File: src/include/ffmt_map.vh
`ifndef FFMT_MAP_VH
`define FFMT_MAP_VH
// register byte addresses on the internal register port
`define FFMT_ADDR_CFG 8'h15
`define FFMT_ADDR_SRC 8'h16
`define FFMT_ADDR_THS 8'h17
`define FFMT_ADDR_THS_X_MSB 8'h73
`define FFMT_ADDR_THS_X_LSB 8'h74
`define FFMT_ADDR_THS_Y_MSB 8'h75
`define FFMT_ADDR_THS_Y_LSB 8'h76
`define FFMT_ADDR_THS_Z_MSB 8'h77
`define FFMT_ADDR_THS_Z_LSB 8'h78
`define FFMT_ADDR_COUNT 8'h18
// configuration register fields
`define FFMT_CFG_LATCH 7
`define FFMT_CFG_HIGHG 6
`define FFMT_CFG_ZEN 5
`define FFMT_CFG_YEN 4
`define FFMT_CFG_XEN 3
// common threshold register fields
`define FFMT_THS_DBMODE 7
// per-axis threshold msb register: enable bit sits in x msb
`define FFMT_THSX_AXIS_EN 7
// source register fields
`define FFMT_SRC_ACTIVE 7
`define FFMT_SRC_ZHIT 5
`define FFMT_SRC_ZNEG 4
`define FFMT_SRC_YHIT 3
`define FFMT_SRC_YNEG 2
`define FFMT_SRC_XHIT 1
`define FFMT_SRC_XNEG 0
// reset values
`define FFMT_RST_BYTE 8'h00
`endif

File: src/core/axis_compare.v
// one axis: magnitude of a 14-bit two's complement sample against a 13-bit threshold
module axis_compare (
  // sample and threshold
  input wire [13:0] sample,
  input wire [12:0] threshold,
  // results
  output wire above,
  output wire below,
  output wire negative
);
  wire [13:0] magnitude;
  // most negative code reads as 2000h, still above the largest 13-bit threshold
  assign magnitude = sample[13] ? (14'h0000 - sample) : sample;
  assign above = magnitude > {1'b0, threshold};
  assign below = magnitude < {1'b0, threshold};
  assign negative = sample[13];
endmodule

File: src/core/freefall_motion_detector.v
// How it works
// mode bit selects low-g or high-g
// low-g needs all enabled axes
// high-g needs any enabled axis
// common threshold 17h, per-axis 73h-78h
// latch bit set latches the event
// latched flag cleared only by source read
// unlatched flag follows current detection
// per-axis enables gate axis participation
// common 7-bit unsigned threshold when off
// per-axis 13-bit thresholds when on
// free-fall is below threshold for duration
// motion is above threshold for duration
// debounce counter sets required sample count
// debounce mode bit in threshold register
// source keeps per-axis hit and sign
// mode 0 decrements, mode 1 clears
// absolute value compared once per sample
// configuration 15h, source 16h
`include "ffmt_map.vh"
module freefall_motion_detector #(
  parameter SAMPLE_WIDTH = 14
) (
  // clock and reset
  input wire clk_sys,
  input wire arst_n,
  // acceleration samples, one per output data sample
  input wire sample_valid,
  input wire [SAMPLE_WIDTH-1:0] sample_x,
  input wire [SAMPLE_WIDTH-1:0] sample_y,
  input wire [SAMPLE_WIDTH-1:0] sample_z,
  // internal register port
  input wire reg_write,
  input wire reg_read,
  input wire [7:0] reg_addr,
  input wire [7:0] reg_wdata,
  output reg [7:0] reg_rdata,
  // event output
  output wire event_active_flag
);
  // configuration and threshold registers
  reg [7:0] cfg;
  reg [7:0] ths_common;
  reg [7:0] debounce_count_limit;
  reg [7:0] ths_msb [0:2];
  reg [7:0] ths_lsb [0:2];
  // debounce state, latched source bits and their next values
  reg [7:0] debounce_count;
  reg active;
  reg [5:0] axis_info;
  reg next_active;
  reg [5:0] next_source_axes;
  reg [7:0] next_rdata;
  // per-axis comparator view
  wire [SAMPLE_WIDTH-1:0] samples [0:2];
  wire [2:0] above;
  wire [2:0] below;
  wire [2:0] negative;
  // decoded configuration and combinational results
  wire [2:0] axis_en;
  wire axis_mode;
  wire high_g;
  wire condition;
  wire debounced;
  wire [7:0] next_count;
  wire [5:0] next_axis_info;
  wire source_read;
  wire [7:0] source_byte;

  assign samples[0] = sample_x;
  assign samples[1] = sample_y;
  assign samples[2] = sample_z;
  assign axis_en = {cfg[`FFMT_CFG_ZEN], cfg[`FFMT_CFG_YEN], cfg[`FFMT_CFG_XEN]};
  assign high_g = cfg[`FFMT_CFG_HIGHG];
  assign axis_mode = ths_msb[0][`FFMT_THSX_AXIS_EN];

  // one comparator per axis, threshold chosen by the per-axis enable
  genvar g;
  generate
    for (g = 0; g < 3; g = g + 1) begin : axis
      wire [12:0] thr;
      // common 7-bit value is aligned to the top of the 13-bit scale
      assign thr = axis_mode ? {ths_msb[g][4:0], ths_lsb[g]}
                             : {ths_common[6:0], 6'h00};
      axis_compare cmp (
        .sample(samples[g][SAMPLE_WIDTH-1:SAMPLE_WIDTH-14]),
        .threshold(thr),
        .above(above[g]),
        .below(below[g]),
        .negative(negative[g])
      );
    end
  endgenerate

  // and across enabled axes for free-fall, or across them for motion
  function combine_axes;
    input [2:0] hit_above;
    input [2:0] hit_below;
    input [2:0] enable;
    input motion_mode;
    begin
      if (enable == 3'h0) begin
        combine_axes = 1'b0; // no axis enabled never raises an event
      end else if (motion_mode) begin
        combine_axes = |(hit_above & enable);
      end else begin
        combine_axes = &(hit_below | ~enable);
      end
    end
  endfunction

  // one debounce step; the counter saturates at the limit so it cannot wrap
  function [7:0] debounce_step;
    input [7:0] count;
    input [7:0] limit;
    input hit;
    input clear_on_miss;
    begin
      if (hit) begin
        debounce_step = (count < limit) ? count + 8'h01 : count;
      end else if (clear_on_miss) begin
        debounce_step = 8'h00;
      end else if (count != 8'h00) begin
        debounce_step = count - 8'h01;
      end else begin
        debounce_step = 8'h00;
      end
    end
  endfunction

  assign condition = combine_axes(above, below, axis_en, high_g);

  // decrementing mode forgives a single noisy sample, clearing mode does not
  assign next_count = debounce_step(debounce_count, debounce_count_limit, condition,
                                    ths_common[`FFMT_THS_DBMODE]);
  assign debounced = condition && (next_count >= debounce_count_limit);

  // per-axis hit and sign; hits only count on enabled axes
  generate
    for (g = 0; g < 3; g = g + 1) begin : info
      assign next_axis_info[2*g+1] = above[g] & axis_en[g];
      assign next_axis_info[2*g] = negative[g];
    end
  endgenerate

  assign source_read = reg_read && (reg_addr == `FFMT_ADDR_SRC);
  assign source_byte = {active, 1'b0, axis_info};
  assign event_active_flag = active;

  // register writes
  always @(posedge clk_sys or negedge arst_n) begin
    if (!arst_n) begin
      cfg <= `FFMT_RST_BYTE;
      ths_common <= `FFMT_RST_BYTE;
      debounce_count_limit <= `FFMT_RST_BYTE;
      ths_msb[0] <= `FFMT_RST_BYTE;
      ths_msb[1] <= `FFMT_RST_BYTE;
      ths_msb[2] <= `FFMT_RST_BYTE;
      ths_lsb[0] <= `FFMT_RST_BYTE;
      ths_lsb[1] <= `FFMT_RST_BYTE;
      ths_lsb[2] <= `FFMT_RST_BYTE;
    end else if (reg_write) begin
      case (reg_addr)
        `FFMT_ADDR_CFG: cfg <= reg_wdata;
        `FFMT_ADDR_THS: ths_common <= reg_wdata;
        `FFMT_ADDR_COUNT: debounce_count_limit <= reg_wdata;
        `FFMT_ADDR_THS_X_MSB: ths_msb[0] <= reg_wdata;
        `FFMT_ADDR_THS_X_LSB: ths_lsb[0] <= reg_wdata;
        `FFMT_ADDR_THS_Y_MSB: ths_msb[1] <= {3'h0, reg_wdata[4:0]};
        `FFMT_ADDR_THS_Y_LSB: ths_lsb[1] <= reg_wdata;
        `FFMT_ADDR_THS_Z_MSB: ths_msb[2] <= {3'h0, reg_wdata[4:0]};
        `FFMT_ADDR_THS_Z_LSB: ths_lsb[2] <= reg_wdata;
        default: ;
      endcase
    end
  end

  // event flag next state; a new event beats a read in the same cycle
  always @* begin
    next_active = active;
    next_source_axes = axis_info;
    if (cfg[`FFMT_CFG_LATCH]) begin
      if (sample_valid && debounced) begin
        next_active = 1'b1;
        next_source_axes = next_axis_info;
      end else if (source_read) begin
        next_active = 1'b0;
        next_source_axes = 6'h00;
      end
    end else if (sample_valid) begin
      next_active = debounced;
      next_source_axes = debounced ? next_axis_info : 6'h00;
    end
  end

  // debounce counter only moves on a sample; flag and source bits register here
  always @(posedge clk_sys or negedge arst_n) begin
    if (!arst_n) begin
      debounce_count <= `FFMT_RST_BYTE;
      active <= 1'b0;
      axis_info <= 6'h00;
    end else begin
      if (sample_valid) begin
        debounce_count <= next_count;
      end
      active <= next_active;
      axis_info <= next_source_axes;
    end
  end

  // read mux; unmapped addresses answer zero so software never sees a stale byte
  always @* begin
    case (reg_addr)
      `FFMT_ADDR_CFG: next_rdata = cfg;
      `FFMT_ADDR_SRC: next_rdata = source_byte;
      `FFMT_ADDR_THS: next_rdata = ths_common;
      `FFMT_ADDR_COUNT: next_rdata = debounce_count_limit;
      `FFMT_ADDR_THS_X_MSB: next_rdata = ths_msb[0];
      `FFMT_ADDR_THS_X_LSB: next_rdata = ths_lsb[0];
      `FFMT_ADDR_THS_Y_MSB: next_rdata = ths_msb[1];
      `FFMT_ADDR_THS_Y_LSB: next_rdata = ths_lsb[1];
      `FFMT_ADDR_THS_Z_MSB: next_rdata = ths_msb[2];
      `FFMT_ADDR_THS_Z_LSB: next_rdata = ths_lsb[2];
      default: next_rdata = 8'h00;
    endcase
  end

  // read data, registered one cycle after the read strobe and held until the next read
  always @(posedge clk_sys or negedge arst_n) begin
    if (!arst_n) begin
      reg_rdata <= `FFMT_RST_BYTE;
    end else if (reg_read) begin
      reg_rdata <= next_rdata;
    end
  end
endmodule

File: config.mk
export PLATFORM = sky130hd
export DESIGN_NAME = freefall_motion_detector
export DESIGN_NICKNAME = d
export VERILOG_FILES = /design/src/core/axis_compare.v /design/src/core/freefall_motion_detector.v
export VERILOG_INCLUDE_DIRS = /design/src /design/src/include
export SDC_FILE = /design/constraint.sdc
export NUM_CORES = 1
export LEC_CHECK = 0
export BUFFER_PORTS_ARGS = -buffer_cell sky130_fd_sc_hd__buf_2
export CORE_MARGIN = 8
export CORE_UTILIZATION = 55
export CTS_BUF_LIST = sky130_fd_sc_hd__clkbuf_4 sky130_fd_sc_hd__clkbuf_8
export DETAILED_ROUTE_END_ITERATION = 10
export GPL_TIMING_DRIVEN = 0
export PLACE_DENSITY_LB_ADDON = 0.12
export SYNTH_ARGS = -nofsm -noshare
export SYNTH_HDL_FRONTEND = slang
export SYNTH_SLANG_ARGS = --single-unit
export TNS_END_PERCENT = 10
File: constraint.sdc
create_clock -name clk_sys -period 5.2 [get_ports clk_sys]
set_input_delay 0.26 -clock clk_sys [delete_from_list [all_inputs] [get_ports clk_sys]]
set_output_delay 0.26 -clock clk_sys [all_outputs]
set_load 0.005 [all_outputs]
=== After elaboration in Yosys (flattened, before gate mapping) ===
Cells that the tools add are included.

* Add/subtract/negate cells: 5
* Order comparisons: 8
* Equal/unequal tests: 11
* Mux-type cells: 22
* Bitwise gates (word level): 6
* Reductions and logical operators: 18

{| class="wikitable"
|+ Operators by type and width
! cell !! count
|-
| $pmux 8 s10 || 1
|-
| $eq 8x7->1 const B || 6
|-
| $gt 14x13->1 || 3
|-
| $lt 14x13->1 || 3
|-
| $mux 14 || 3
|-
| $sub 1x14->14 const A || 3
|-
| $mux 13 || 3
|-
| $eq 8x5->1 const B || 4
|-
| $mux 8 || 4
|-
| $mux 6 || 5
|-
| $reduce_and 2->1 || 10
|-
| $add 8x1->8 const B || 1
|-
| $ge 8x8->1 || 1
|-
| $lt 8x8->1 || 1
|-
| $reduce_bool 8->1 || 1
|-
| $sub 8x1->8 const B || 1
|-
| $mux 1 || 6
|-
| $and 1x1->1 || 3
|-
| $and 3x3->3 || 1
|-
| $logic_and 1x1->1 || 3
|-
| $logic_not 3->1 || 1
|-
| $ne 3x1->1 const B || 1
|-
| $not 3->3 || 1
|-
| $or 3x3->3 || 1
|-
| other kinds (3) || 3
|}

* Flip-flop bits (word level): 89
* Output and inout bits: 9
* Word-level logic and storage cells: 83

=== Depth between registers and ports, before layout ===
Gate-level depths: netlist (run 1).

* Depth in word-level cells: 13
* Gate-level depth with buffers: 28

=== Hierarchy ===
From an unflattened synthesis (run 1), not the netlist that was laid out.

* Cell total of the unflattened synthesis: 777
* Area total of the unflattened synthesis: 7,292.0 um^2

{| class="wikitable"
|+ By module, submodules not included
! module !! instances !! cells an instance !! area each (um^2) !! sequential area each (um^2)
|-
| freefall_motion_detector || 1 || 520 || 5,424.0 || 2,227.1
|-
| axis_compare (axis[0].cmp ...) || 2 || 83 || 619.3 || 0.0
|-
| axis_compare (axis[2].cmp) || 1 || 91 || 629.4 || 0.0
|}

=== Worst setup path after synthesis (run 1) ===
OpenSTA, ideal clock, no wires.

* Kind: input -> register
* From: in sample_z[5]
* To: reg axis_info[1]
* Arrival time: 5,091 ps
* Setup slack: -16 ps
* Stages on the path: 26
* Path buffers: 2
* Cells stage by stage: or3_1 -> or3_1 -> o41ai_1 -> xnor2_1 -> ha_1 -> nand2_1 -> nor2_1 -> o32ai_1 -> a311oi_2 -> a21boi_2 -> o31a_2 -> buf_6 -> or2_2 -> buf_2 -> a21o_1 -> o21ai_0 -> ha_1 -> nand2b_1 -> a21o_1 -> a21oi_1 -> nor2b_1 -> o21ai_0 -> a21oi_1 -> nor3_1 -> nor3_4 -> mux2_4

* Word-level cells in the longest chain between the ends: 13

{| class="wikitable"
|+ Ends and longest elaborated chain
! element !! line !! RTL
|-
| start, declared || freefall_motion_detector.v:31 || <nowiki>input wire [SAMPLE_WIDTH-1:0] sample_z,</nowiki>
|-
| $sub 1x14->14 || axis_compare.v:13 || <nowiki>assign magnitude = sample[13] ? (14'h0000 - sample) : sample;</nowiki>
|-
| $mux 14 (*) || axis_compare.v:13 ||
|-
| $lt 14x13->1 / $gt 14x13->1 (equally long branches) || axis_compare.v:15, axis_compare.v:14 ||
|-
| $or 3x3->3 / $and 3x3->3 (equally long branches) || freefall_motion_detector.v:107, freefall_motion_detector.v:105 ||
|-
| $reduce_and 3->1 / $reduce_or 3->1 (equally long branches) || freefall_motion_detector.v:107, freefall_motion_detector.v:105 ||
|-
| $mux 1 (*) || freefall_motion_detector.v:104 || <nowiki>end else if (motion_mode) begin</nowiki>
|-
| $mux 1 (*) || freefall_motion_detector.v:102 || <nowiki>if (enable == 3'h0) begin</nowiki>
|-
| $mux 8 || freefall_motion_detector.v:119 || <nowiki>if (hit) begin</nowiki>
|-
| $ge 8x8->1 || freefall_motion_detector.v:136 || <nowiki>assign debounced = condition && (next_count >= debounce_count_limit);</nowiki>
|-
| $logic_and 1x1->1 (*) || freefall_motion_detector.v:136 ||
|-
| $logic_and 1x1->1 / $mux 6 (equally long branches) || freefall_motion_detector.v:183, freefall_motion_detector.v:192 ||
|-
| $ne 3x1->1 (no line), or another cell as far along || -- ||
|-
| $reduce_and 2->1 (no line) / $mux 6 (equally long branches) || -- ||
|-
| end signal, assigned || freefall_motion_detector.v:207 || <nowiki>axis_info <= next_source_axes;</nowiki>
|-
| end, declared || freefall_motion_detector.v:50 || <nowiki>reg [5:0] axis_info;</nowiki>
|}

Mark *: on every way between the ends. The rest lies on a longest branch, timed or not. The select of a mux whose other input is x is not followed.
A chain may end at the register's enable or synchronous reset.

=== Final worst setup path (run 1) ===
* From: reg ths_msb, in the netlist axis_mode
* To: reg axis_info[1]

* Word-level cells in the longest chain between the ends: 12

{| class="wikitable"
|+ Ends and longest elaborated chain
! element !! line !! RTL
|-
| start, declared || freefall_motion_detector.v:45 || <nowiki>reg [7:0] ths_msb [0:2];</nowiki>
|-
| $mux 13 || freefall_motion_detector.v:83 || <nowiki>assign thr = axis_mode ? {ths_msb[g][4:0], ths_lsb[g]}</nowiki>
|-
| $lt 14x13->1 / $gt 14x13->1 (equally long branches) || axis_compare.v:15, axis_compare.v:14 ||
|-
| $or 3x3->3 / $and 3x3->3 (equally long branches) || freefall_motion_detector.v:107, freefall_motion_detector.v:105 ||
|-
| $reduce_and 3->1 / $reduce_or 3->1 (equally long branches) || freefall_motion_detector.v:107, freefall_motion_detector.v:105 ||
|-
| $mux 1 || freefall_motion_detector.v:104 ||
|-
| $mux 1 || freefall_motion_detector.v:102 ||
|-
| $mux 8 || freefall_motion_detector.v:119 ||
|-
| $ge 8x8->1 || freefall_motion_detector.v:136 ||
|-
| $logic_and 1x1->1 || freefall_motion_detector.v:136 ||
|-
| $logic_and 1x1->1 / $mux 6 (equally long branches) || freefall_motion_detector.v:183, freefall_motion_detector.v:192 ||
|-
| $ne 3x1->1 (no line), or another cell as far along || -- ||
|-
| $reduce_and 2->1 (no line) / $mux 6 (equally long branches) || -- ||
|}

Parallel ways exist; a longest one is shown, timed or not. The select of a mux whose other input is x is not followed.

==> results of run 1 <==
## flip-flops by register name, indices dropped and copies added, names as in the netlist
name and count:
debounce_count 8, cfg 8, axis_mode 1, debounce_count_limit 8, reg_rdata 8, ths_lsb 24, event_active_flag 1, ths_common 8
ths_msb 17, axis_info 6
## per-stage QoR
step,cells,setup WS (ps),utilization [%]
final,939,211,65.6
after global routing,939,6.59,65.6
after CTS,936,6.97,64.6
after detailed placement,914,-831,60.9
after global placement,912,-724,60.5
after floorplan,697,33.2,-
## final timing paths
| kind | endpoint | slack [ps] | cells past startpoint |
|---|---|---|---|
| worst max-delay path | axis_info[1]$_DFFE_PN0P_ | 210 | 24 |
| worst min-delay path | ths_lsb[6]$_DFFE_PN0P_ | 240 | 2 |
| worst max register to register | axis_info[1]$_DFFE_PN0P_ | 210 | 24 |
| worst min register to register | ths_msb[21]$_DFFE_PN0P_ | 510 | 1 |
| max in group asynchronous | debounce_count[2]$_DFFE_PN0P_ | 4190 | 3 |
| min in group asynchronous | axis_info[2]$_DFFE_PN0P_ | 360 | 2 |
## cell families (layout without fill, tap and decap cells)
family	Yosys count	in the layout
mux	82	82
simple gates	204	204
xor+xnor	33	33
flops	89	89
buf+inv	53	148
compound gates	176	176
fa+ha+maj	60	60
## layout make-up
| class | count | area share (%) |
|---|---|---|
| Timing Repair Buffer | 81 | 6.27 |
| Multi-Input combinational cell | 555 | 57.1 |
| Sequential cell | 89 | 28.3 |
| Clock inverter | 5 | 1.08 |
| Buffer | 24 | 1.84 |
| Inverter | 27 | 1.29 |
| Clock buffer | 11 | 1.84 |
| Tap cell | 147 | 2.33 |
## cells in the mapped netlist, types with 6 or more instances
| cell | instances |
|---|---|
| ha_1 | 60 |
| xnor2_1 | 30 |
| inv_1 | 27 |
| nor2_1 | 42 |
| o21ai_0 | 24 |
| mux2_2 | 70 |
| nand3_1 | 14 |
| a221oi_1 | 10 |
| a22o_1 | 8 |
| a21o_1 | 6 |
| nand2b_1 | 11 |
| nand4_1 | 11 |
| a22oi_1 | 9 |
| nor3_1 | 13 |
| clkbuf_1 | 23 |
| and2_1 | 9 |
| a31oi_1 | 8 |
| a41oi_1 | 6 |
| a222oi_1 | 6 |
| nor2b_1 | 11 |
| nand2_1 | 57 |
| o31ai_1 | 11 |
| dfrtp_1 | 89 |
| mux2i_1 | 11 |
| a21oi_1 | 40 |
## where the power goes
part / total (mW) / internal, mW / switching [mW] / leakage (nW)
Sequential: 0.805 / 0.745 / 0.0606 / 1.19
Combinational: 0.707 / 0.304 / 0.403 / 2.13
Clock: 0.551 / 0.293 / 0.258 / 0.114
Total: 2.06 / 1.34 / 0.722 / 3.43
## layer usage
layer	GRT usage (%)	share of wire, %	up-vias
met5	0	0	-
met4	5.53	1.5	0
met3	7.04	9.1	33
met2	40.2	45	296
met1	35.6	44	3012
li1	-	-	2813
## repair_timing
action	CTS	global route
gates resized for setup	33	27
hold endpoints to repair	30	0
cloned	1	0
buffers inserted	4	5
hold buffers	1	0
pin swaps	6	18
setup endpoints to repair	7	7
==> out/results.tsv, run 1 <==
stage	metric	value	unit
pwr	irDropWorstVdd	0.214	mV
global_route	grt_pass1_vias	6192	
logic_synthesis	synth_area_leaders	dfrtp_1 33%, mux2_2 12%, ha_1 11%, xnor2_1 3.9%, nand2_1 3.2%	
cells_and_area	layout-drive-gt1-share	28.5	%
pwr	power_density	262	nW/um^2
logic_synthesis	synth_ff_type	dfrtp_1	
clock_network	htree_levels	3	
floorplan	rows	40	
logic_synthesis	synth_fp_nets	820	
timing	tightest_slew	1030	ps
setup_path	critical_path.max_stage_delay	430	ps
setup_path	start_kind	flip-flop	
logic_synthesis	synth_top_area_share	33.0	%
floorplan	die_height	127	microns
setup_path	timing.rr.start	axis_mode$_DFFE_PN0P_	
global_route	grt_antenna_before_repair	0	
logic_synthesis	syn_inst	697	
clock_network	cts_buffers	9	
timing	hold_violations	0	
cells_and_area	seqCellArea	2230	sq um
cells_and_area	layout_commonest_cell	dfrtp_1	
pwr	total_power	2.06	mW
clock_network	clock_path_buffers	2	
global_route	grt-ovfl-total	0	
cells_and_area	area_growth	16.9	%
floorplan	die_w	127	microns
route	drc	0	
route	wl	20800	microns
global_route	grt_max_degree	60	
floorplan	fp.coreArea	12000	sq um
timing	tns	0	ps
clock_network	path_clk_slew	90	ps
timing	slew_headroom	31.1	%
timing	max_freq	200	MHz
clock_network	cts_sinks	89	
cells_and_area	diodes	0	
logic_synthesis	synth_mux_area_share	13.6	%
timing	fin_crit_sh	95.9	%
logic_synthesis	synth-adder-area-share	11.1	%
setup_path	worstPathArrival	5250	ps
floorplan	start_util	56.1	%
timing	post-route-min-period	4990	ps
global_route	grt_pass1_wl	33000	microns
setup_path	required	5460	ps
cells_and_area	multi_input_area	4500	sq um
run	cap_violations	0	
clock_network	clk-insertion-delay-late	370	ps
timing	rsz0062_at_grt	no	
cells_and_area	layout_common_cells	89 x dfrtp_1, 70 x mux2_2, 68 x buf_2	
placed_design	placed_area	7320	sq um
worst_hold_path	hp-start	reg_wdata[6]	
logic_synthesis	ys_ff_latch	89	
pwr	leakage	3.43	nW
route	initialDrtViolationCount	860	
outcome	status	completed	
logic_synthesis	syn-mean-instance-area	9.67	sq um
logic_synthesis	synth_enable_flop_cells	0	
worst_hold_path	hold_path_class	in -> reg	
setup_path	cp_common_cell	a21o_1	
logic_synthesis	yosysWarnings	0	
setup_path	crit_slowest_cell	dfrtp_1	
timing	hold_slack	241	ps
cells_and_area	fill_cells	984	
clock_network	cts_tree	built	
route	first_pass_iters	8	
cells_and_area	nNetsFinal	910	
placed_design	place_congestion	0.910	
route	vias	6154	
route	final_antenna_net_count	0	
timing	finalClockSkew	12.4	ps
setup_path	cp-end-kind	flip-flop	
placed_design	place.port_buffers	68	
setup_path	crit_family	compound AO/OA/AOI/OAI gates	
logic_synthesis	synth_top_family_by_area	compound AO/OA/AOI/OAI gates	
route	avgViaCountPerCell	6.55	
timing	setup_violations	0	
logic_synthesis	synth_cell_types	71	
route	wl_per_cell	22.2	microns
setup_path	path_max_fanout	5	
cells_and_area	design_area	7880	sq um
logic_synthesis	synth_top_area_cell	dfrtp_1	
logic_synthesis	ys_seq_area_share	33.0	%
setup_path	path_class	reg -> reg	
logic_synthesis	synth_compound_area_share	18.6	%
logic_synthesis	synth-simple-area-share	16.3	%
clock_network	cts_root_buffer	clkbuf_8	
logic_synthesis	synthXorXnorAreaFrac	4.29	%
logic_synthesis	synth_area	6740	sq um
global_route	grtUsageTotal	26.0	%
timing	drv_slew	0	
logic_synthesis	ys_async_sr_fraction	100	%
setup_path	setup.worst_path.start	axis_mode$_DFFE_PN0P_	
setup_path	path_buf_inv	2	
floorplan	die_area	16100	sq um
floorplan	ioPinCount	72	
placed_design	dp_hpwl	15800	microns
setup_path	cp_cell_sequence	clkbuf_8 -> nor2b_2 -> a21oi_1 -> ha_1 -> a21o_1 -> a21oi_1 -> o2111ai_2 -> o21ai_0 -> nand2_1 -> o31ai_2 -> nor2_1 -> a21o_1 -> o21ai_1 -> ha_1 -> nand2b_4 -> a21o_1 -> a21oi_2 -> nor2b_1 -> o21ai_1 -> a21oi_2 -> nor3_2 -> nor3_4 -> buf_12 -> mux2_4	
Power figures use the tool's default switching activity.
==> run 2: changes to the inputs <==
- ABC_CLOCK_PERIOD_IN_PS: default -> 5200
- CORE_UTILIZATION: 55 -> 34
- PLACE_DENSITY_LB_ADDON: 0.12 -> default
==> out/results.tsv, run 2 (synthesis gave the netlist of run 1 again) <==
stage	metric	value	unit
setup_path	crit_slowest_cell	dfrtp_2	
setup_path	r2r_cells	25	
pwr	leakage	3.39	nW
timing	max_freq	200	MHz
global_route	grt_pass1_vias	5842	
cells_and_area	top_register	ths_lsb	
worst_hold_path	hold_path_class	in -> reg	
timing	drv_slew	0	
cells_and_area	fill_cells	1943	
placed_design	place_congestion	0.877	
setup_path	worstPathArrival	5270	ps
run	cap_violations	0	
placed_design	placed_area	7470	sq um
timing	finalClockSkew	14.2	ps
setup_path	start_kind	flip-flop	
clock_network	cts_sinks	89	
cells_and_area	area_growth	17.8	%
route	wl_per_cell	19.6	microns
route	vias	5973	
setup_path	path_max_fanout	10	
route	first_pass_iters	5	
placed_design	pre_cts_slack	-902	ps
cells_and_area	layout_commonest_cell	dfrtp_1	
clock_network	cts_tree	built	
setup_path	path_depth	25	
setup_path	required	5470	ps
cells_and_area	layout_common_cells	88 x dfrtp_1, 70 x mux2_2, 67 x buf_2	
cells_and_area	largest_reg_flops	24	
clock_network	clock_path_buffers	2	
setup_path	path_buf_inv	6	
clock_network	clk-insertion-delay-late	370	ps
timing	setup_slack	204	ps
pwr	power_density	244	nW/um^2
floorplan	die_w	157	microns
timing	post-route-min-period	5000	ps
global_route	grtUsageTotal	16.8	%
outcome	status	completed	
clock_network	path_clk_slew	100	ps
global_route	grt_pass1_wl	32100	microns
floorplan	ioPinCount	72	
floorplan	fp.coreArea	19500	sq um
floorplan	die_height	157	microns
route	avgViaCountPerCell	5.67	
pwr	irDropWorstVdd	0.115	mV
setup_path	crit_family	compound AO/OA/AOI/OAI gates	
floorplan	rows	51	
global_route	grt-ovfl-total	0	
worst_hold_path	holdPathStages	2	
timing	tns	0	ps
clock_network	htree_levels	3	
placed_design	place.port_buffers	68	
cells_and_area	largest_registers	ths_lsb (24), ths_msb (17)	
floorplan	start_util	34.6	%
route	final_antenna_net_count	0	
clock_network	cts_root_buffer	clkbuf_8	
route	drc	0	
route	initialDrtViolationCount	500	
cells_and_area	nNetsFinal	908	
placed_design	dp_hpwl	15900	microns
timing	tightest_slew	859	ps
setup_path	critical_path.max_stage_delay	460	ps
setup_path	path_class	reg -> reg	
global_route	grt_antenna_before_repair	0	
setup_path	cp-end-kind	flip-flop	
clock_network	cts_buffers	9	
timing	fin_crit_sh	96.1	%
global_route	grt_max_degree	48	
timing	slew_headroom	42.5	%
cells_and_area	diodes	0	
cells_and_area	layout-drive-gt1-share	27.6	%
cells_and_area	design_area	7940	sq um
timing	hold_violations	0	
timing	setup_violations	0	
route	wl	20600	microns
floorplan	die_area	24600	sq um
run 2: cell count changes in the layout (fill, tap and decap cells not counted), sizes merged:
| cell | before | now |
|---|---|---|
| clkinvlp | 1 | 2 |
| buf | 80 | 79 |
| clkinv | 0 | 1 |
| clkbuf | 35 | 33 |
| bufinv | 2 | 0 |
run 2: final cells by class:
type	count	area [sq um]	area share, %
repair buffers	78	483	6.08
multi-input cells	555	4460	56.2
clock inverters	5	40.0	0.504
clock buffers	10	131	1.65
inverters	27	101	1.28
well taps	265	332	4.18
plain buffers	25	165	2.08
flip-flops and latches	89	2230	28.1
run 2: report_power, final:
part / switching, mW / total [mW] / internal [mW]
Combinational: 0.389 / 0.690 / 0.301
Sequential: 0.0558 / 0.801 / 0.745
Clock: 0.264 / 0.444 / 0.181
run 2: per-stage QoR:
step / hold slack, ps / power (mW) / cells / utilization [%]
floorplan: -35.6 / 1.24 / 697 / -
global placement: 490 / 1.43 / 1030 / 38.1
detailed placement: 330 / 1.45 / 1033 / 38.4
CTS: 229 / 1.92 / 1052 / 40.4
global route: 245 / 2.06 / 1054 / 40.8
finish: 244 / 1.93 / 1054 / 40.8
run 2: worst paths after layout:
| check | from | endpoint | slack (ps) |
|---|---|---|---|
| worst max register to register | axis_mode$_DFFE_PN0P_ | event_active_flag$_DFFE_PN0P_ | 200 |
| min in group asynchronous | arst_n | debounce_count[7]$_DFFE_PN0P_ | 450 |
| max in group asynchronous | arst_n | ths_msb[8]$_DFFE_PN0P_ | 4110 |
| worst max-delay path | axis_mode$_DFFE_PN0P_ | event_active_flag$_DFFE_PN0P_ | 200 |
| worst min-delay path | reg_wdata[6] | cfg[6]$_DFFE_PN0P_ | 240 |
| worst min register to register | ths_msb[21]$_DFFE_PN0P_ | ths_msb[21]$_DFFE_PN0P_ | 520 |
run 2: routing by layer:
| metal | GRT usage (%) | part of all wire [%] |
|---|---|---|
| met1 | 23.5 | 48 |
| met2 | 25.4 | 45 |
| met3 | 2.56 | 5.3 |
| met4 | 6.50 | 2.4 |
| met5 | 0 | 0 |
run 2: what timing repair did:
item | in CTS | in global routing
buffers inserted | 4 | 1
pin swaps | 9 | 11
resized for setup | 39 | 15
cloned | 0 | 1
endpoints found under the setup margin | 7 | 7
hold buffers | 1 | 0
hold endpoints to repair | 46 | 0
==> run 3: changes to the inputs <==
- ABC_AREA: default -> 1
- BUFFER_PORTS_ARGS: -buffer_cell sky130_fd_sc_hd__buf_2 -> default
- DONT_BUFFER_PORTS: default -> 1
==> out/results.tsv, run 3 <==
stage	metric	value	unit
floorplan	die_height	158	microns
timing	finalClockSkew	11.1	ps
setup_path	cp_common_cell	nand2_1	
pwr	p_int	1.31	mW
global_route	grt_antenna_before_repair	0	
setup_path	worstPathArrival	4820	ps
setup_path	path_class	reg -> reg	
setup_path	timing.rr.start	axis_mode$_DFFE_PN0P_	
pwr	irDropWorstVdd	0.119	mV
clock_network	cts_buffers	9	
route	wl	20900	microns
route	avgViaCountPerCell	5.05	
logic_synthesis	ys_async_sr_fraction	100	%
placed_design	dp_hpwl	16100	microns
logic_synthesis	ys_ff_latch	89	
setup_path	r2r_cells	29	
logic_synthesis	yosysWarnings	0	
clock_network	cts_root_buffer	clkbuf_8	
global_route	grt-ovfl-total	0	
route	first_pass_iters	4	
run	cap_violations	0	
setup_path	critical_path.max_stage_delay	430	ps
cells_and_area	top_register	ths_lsb	
timing	slew_headroom	53.0	%
logic_synthesis	synth-simple-area-share	25.1	%
pwr	netSwitchingFraction	38.9	%
logic_synthesis	ys_seq_area_share	32.5	%
route	wl_per_cell	16.9	microns
pwr	power_density	286	nW/um^2
global_route	grt_pass1_vias	5981	
timing	max_freq	220	MHz
timing	fin_crit_sh	87.4	%
floorplan	die_area	24900	sq um
timing	rsz0062_at_grt	no	
logic_synthesis	synth_ff_type	dfrtp_1	
timing	hold_violations	0	
pwr	power_frac_comb	37.8	%
logic_synthesis	synth_top_area_cell	dfrtp_1	
logic_synthesis	syn-mean-instance-area	7.22	sq um
floorplan	die_w	158	microns
setup_path	r2r_slack	660	ps
logic_synthesis	synth_fp_nets	1071	
setup_path	r2r-end	axis_info[0]$_DFFE_PN0P_	
floorplan	fp.coreArea	20000	sq um
logic_synthesis	synthXorXnorAreaFrac	5.50	%
route	final_antenna_net_count	0	
clock_network	htree_levels	3	
setup_path	crit_slowest_cell	nor2_1	
global_route	grt_max_degree	90	
timing	tightest_slew	704	ps
logic_synthesis	synth_cell_types	46	
cells_and_area	largest_registers	ths_lsb (24), ths_msb (17)	
setup_path	cp-end-kind	flip-flop	
clock_network	clk-insertion-delay-late	380	ps
cells_and_area	area_growth	9.07	%
placed_design	place.port_buffers	0	
clock_network	clock_path_buffers	2	
placed_design	place_congestion	0.926	
logic_synthesis	synth_area	6840	sq um
cells_and_area	largest_reg_flops	24	
global_route	grtUsageTotal	17.1	%
outcome	status	completed	
global_route	grt_busiest_layer	met2	
floorplan	ioPinCount	72	
pwr	pwr-share-clk	23.7	%
worst_hold_path	holdPathStages	2	
route	vias	6260	
route	drc	0	
logic_synthesis	synth_compound_area_share	16.0	%
setup_path	required	5470	ps
logic_synthesis	synth_top_area_share	32.5	%
cells_and_area	layout_commonest_cell	nand2_1	
timing	hold_slack	15.3	ps
clock_network	cts_sinks	89	
logic_synthesis	synth.most_common_cell	nand2_1	
cells_and_area	layout_common_cells	238 x nand2_1, 136 x inv_1, 94 x o21ai_0	
logic_synthesis	synth_enable_flop_cells	0	
cells_and_area	diodes	0	
clock_network	path_clk_slew	90	ps
route	initialDrtViolationCount	489	
logic_synthesis	syn_inst	948	
floorplan	rows	52	
clock_network	post-cts-setup-buffers	0	
worst_hold_path	hold_path_class	in -> reg	
clock_network	cts_tree	built	
logic_synthesis	synth_mux_area_share	0.165	%
global_route	grtUsageMet3	3.03	%
logic_synthesis	synth_top_family_by_area	simple AND/OR/NAND/NOR gates	
global_route	grt_util_met2	26.8	%
pwr	p_seq_share	38.5	%
pwr	p_sw	0.831	mW
global_route	use_met1	22.4	%
timing	post-route-min-period	4540	ps
logic_synthesis	synth_common_cells	238 x nand2_1, 136 x inv_1, 94 x o21ai_0	
pwr	leakage	3.81	nW
cells_and_area	nNetsFinal	1088	
logic_synthesis	synth-adder-area-share	11.0	%
worst_hold_path	hp-start	reg_wdata[5]	
global_route	grt_pass1_wl	32700	microns
worst_hold_path	hold_end	debounce_count_limit[5]$_DFFE_PN0P_	
setup_path	start_kind	flip-flop	
floorplan	start_util	34.3	%
timing	setup_violations	0	
setup_path	path_max_fanout	10	
cells_and_area	layout-drive-gt1-share	6.81	%
logic_synthesis	synth_area_leaders	dfrtp_1 33%, nand2_1 13%, ha_1 11%, inv_1 7.5%, o21ai_0 6.9%	
timing	drv_slew	0	
timing	tns	0	ps
## run 3: power groups by stage
| stage | Combinational [mW] | Sequential, mW | Clock, mW |
|---|---|---|---|
| 2_1_floorplan | 0.614 | 0.816 | 0 |
| 3_3_place_gp | 0.767 | 0.835 | 0 |
| 3_5_place_dp | 0.783 | 0.836 | 0 |
| 4_1_cts | 0.809 | 0.823 | 0.513 |
| 5_1_grt | 0.932 | 0.834 | 0.541 |
| 6_report | 0.807 | 0.824 | 0.506 |
## run 3: timing repair
item,in CTS,in global routing
hold buffers,6,0
resized for setup,0,1
setup endpoints to repair,0,3
hold endpoints to repair,103,0
## run 3: routing by layer
metal  up-vias  share of wire [%]
met2       217                 45
met1      2870                 45
met5         -                  0
met4         0                3.8
li1       3130                  -
met3        43                7.0
## run 3: final cells by class
cell class	instances	area [sq um]
Timing Repair Buffer	6	77.6
Buffer	28	134
Inverter	142	533
Fill cell	2107	12500
Clock buffer	12	159
Tap cell	270	338
Multi-Input combinational cell	689	3960
Sequential cell	89	2230
Clock inverter	3	40.0
## run 3: kinds of logic (layout without fill, tap and decap cells)
kind of cell	after synthesis	in the layout
adders and majority gates	60	60
AOI/OAI and AO/OA	194	194
and+or+nand+nor	391	391
DFF	89	89
buffers and inverters	170	191
muxes	1	1
xor gates and xnor gates	43	43
## run 3: stage by stage
stage	util [%]	power, mW	std cells	setup WS (ps)	cell area [sq um]
2_1_floorplan	-	1.43	948	1280	6840
3_3_place_gp	36.0	1.60	1218	322	7180
3_5_place_dp	36.0	1.62	1218	335	7180
4_1_cts	37.3	2.14	1239	454	7460
5_1_grt	37.4	2.31	1239	128	7460
6_report	37.4	2.14	1239	655	7460
## run 3: worst max path at each step
stage,from,end,cells past startpoint,slack (ps)
after global placement,sample_y[0],axis_info[3]$_DFFE_PN0P_,32,320
after CTS,axis_mode$_DFFE_PN0P_,axis_info[0]$_DFFE_PN0P_,27,450
after detailed placement,sample_y[0],axis_info[0]$_DFFE_PN0P_,32,330
after global routing,axis_mode$_DFFE_PN0P_,axis_info[1]$_DFFE_PN0P_,32,130
after floorplan,sample_y[0],axis_info[0]$_DFFE_PN0P_,32,1280
final,axis_mode$_DFFE_PN0P_,axis_info[0]$_DFFE_PN0P_,29,660
## run 3: critical path: cells and delay by family, from the launching register on
kind,cells,cell delay (ps)
DFF,1,370
AOI/OAI and AO/OA,2,330
adders and majority gates,2,610
buffers and inverters,6,790
and+or+nand+nor,19,2330
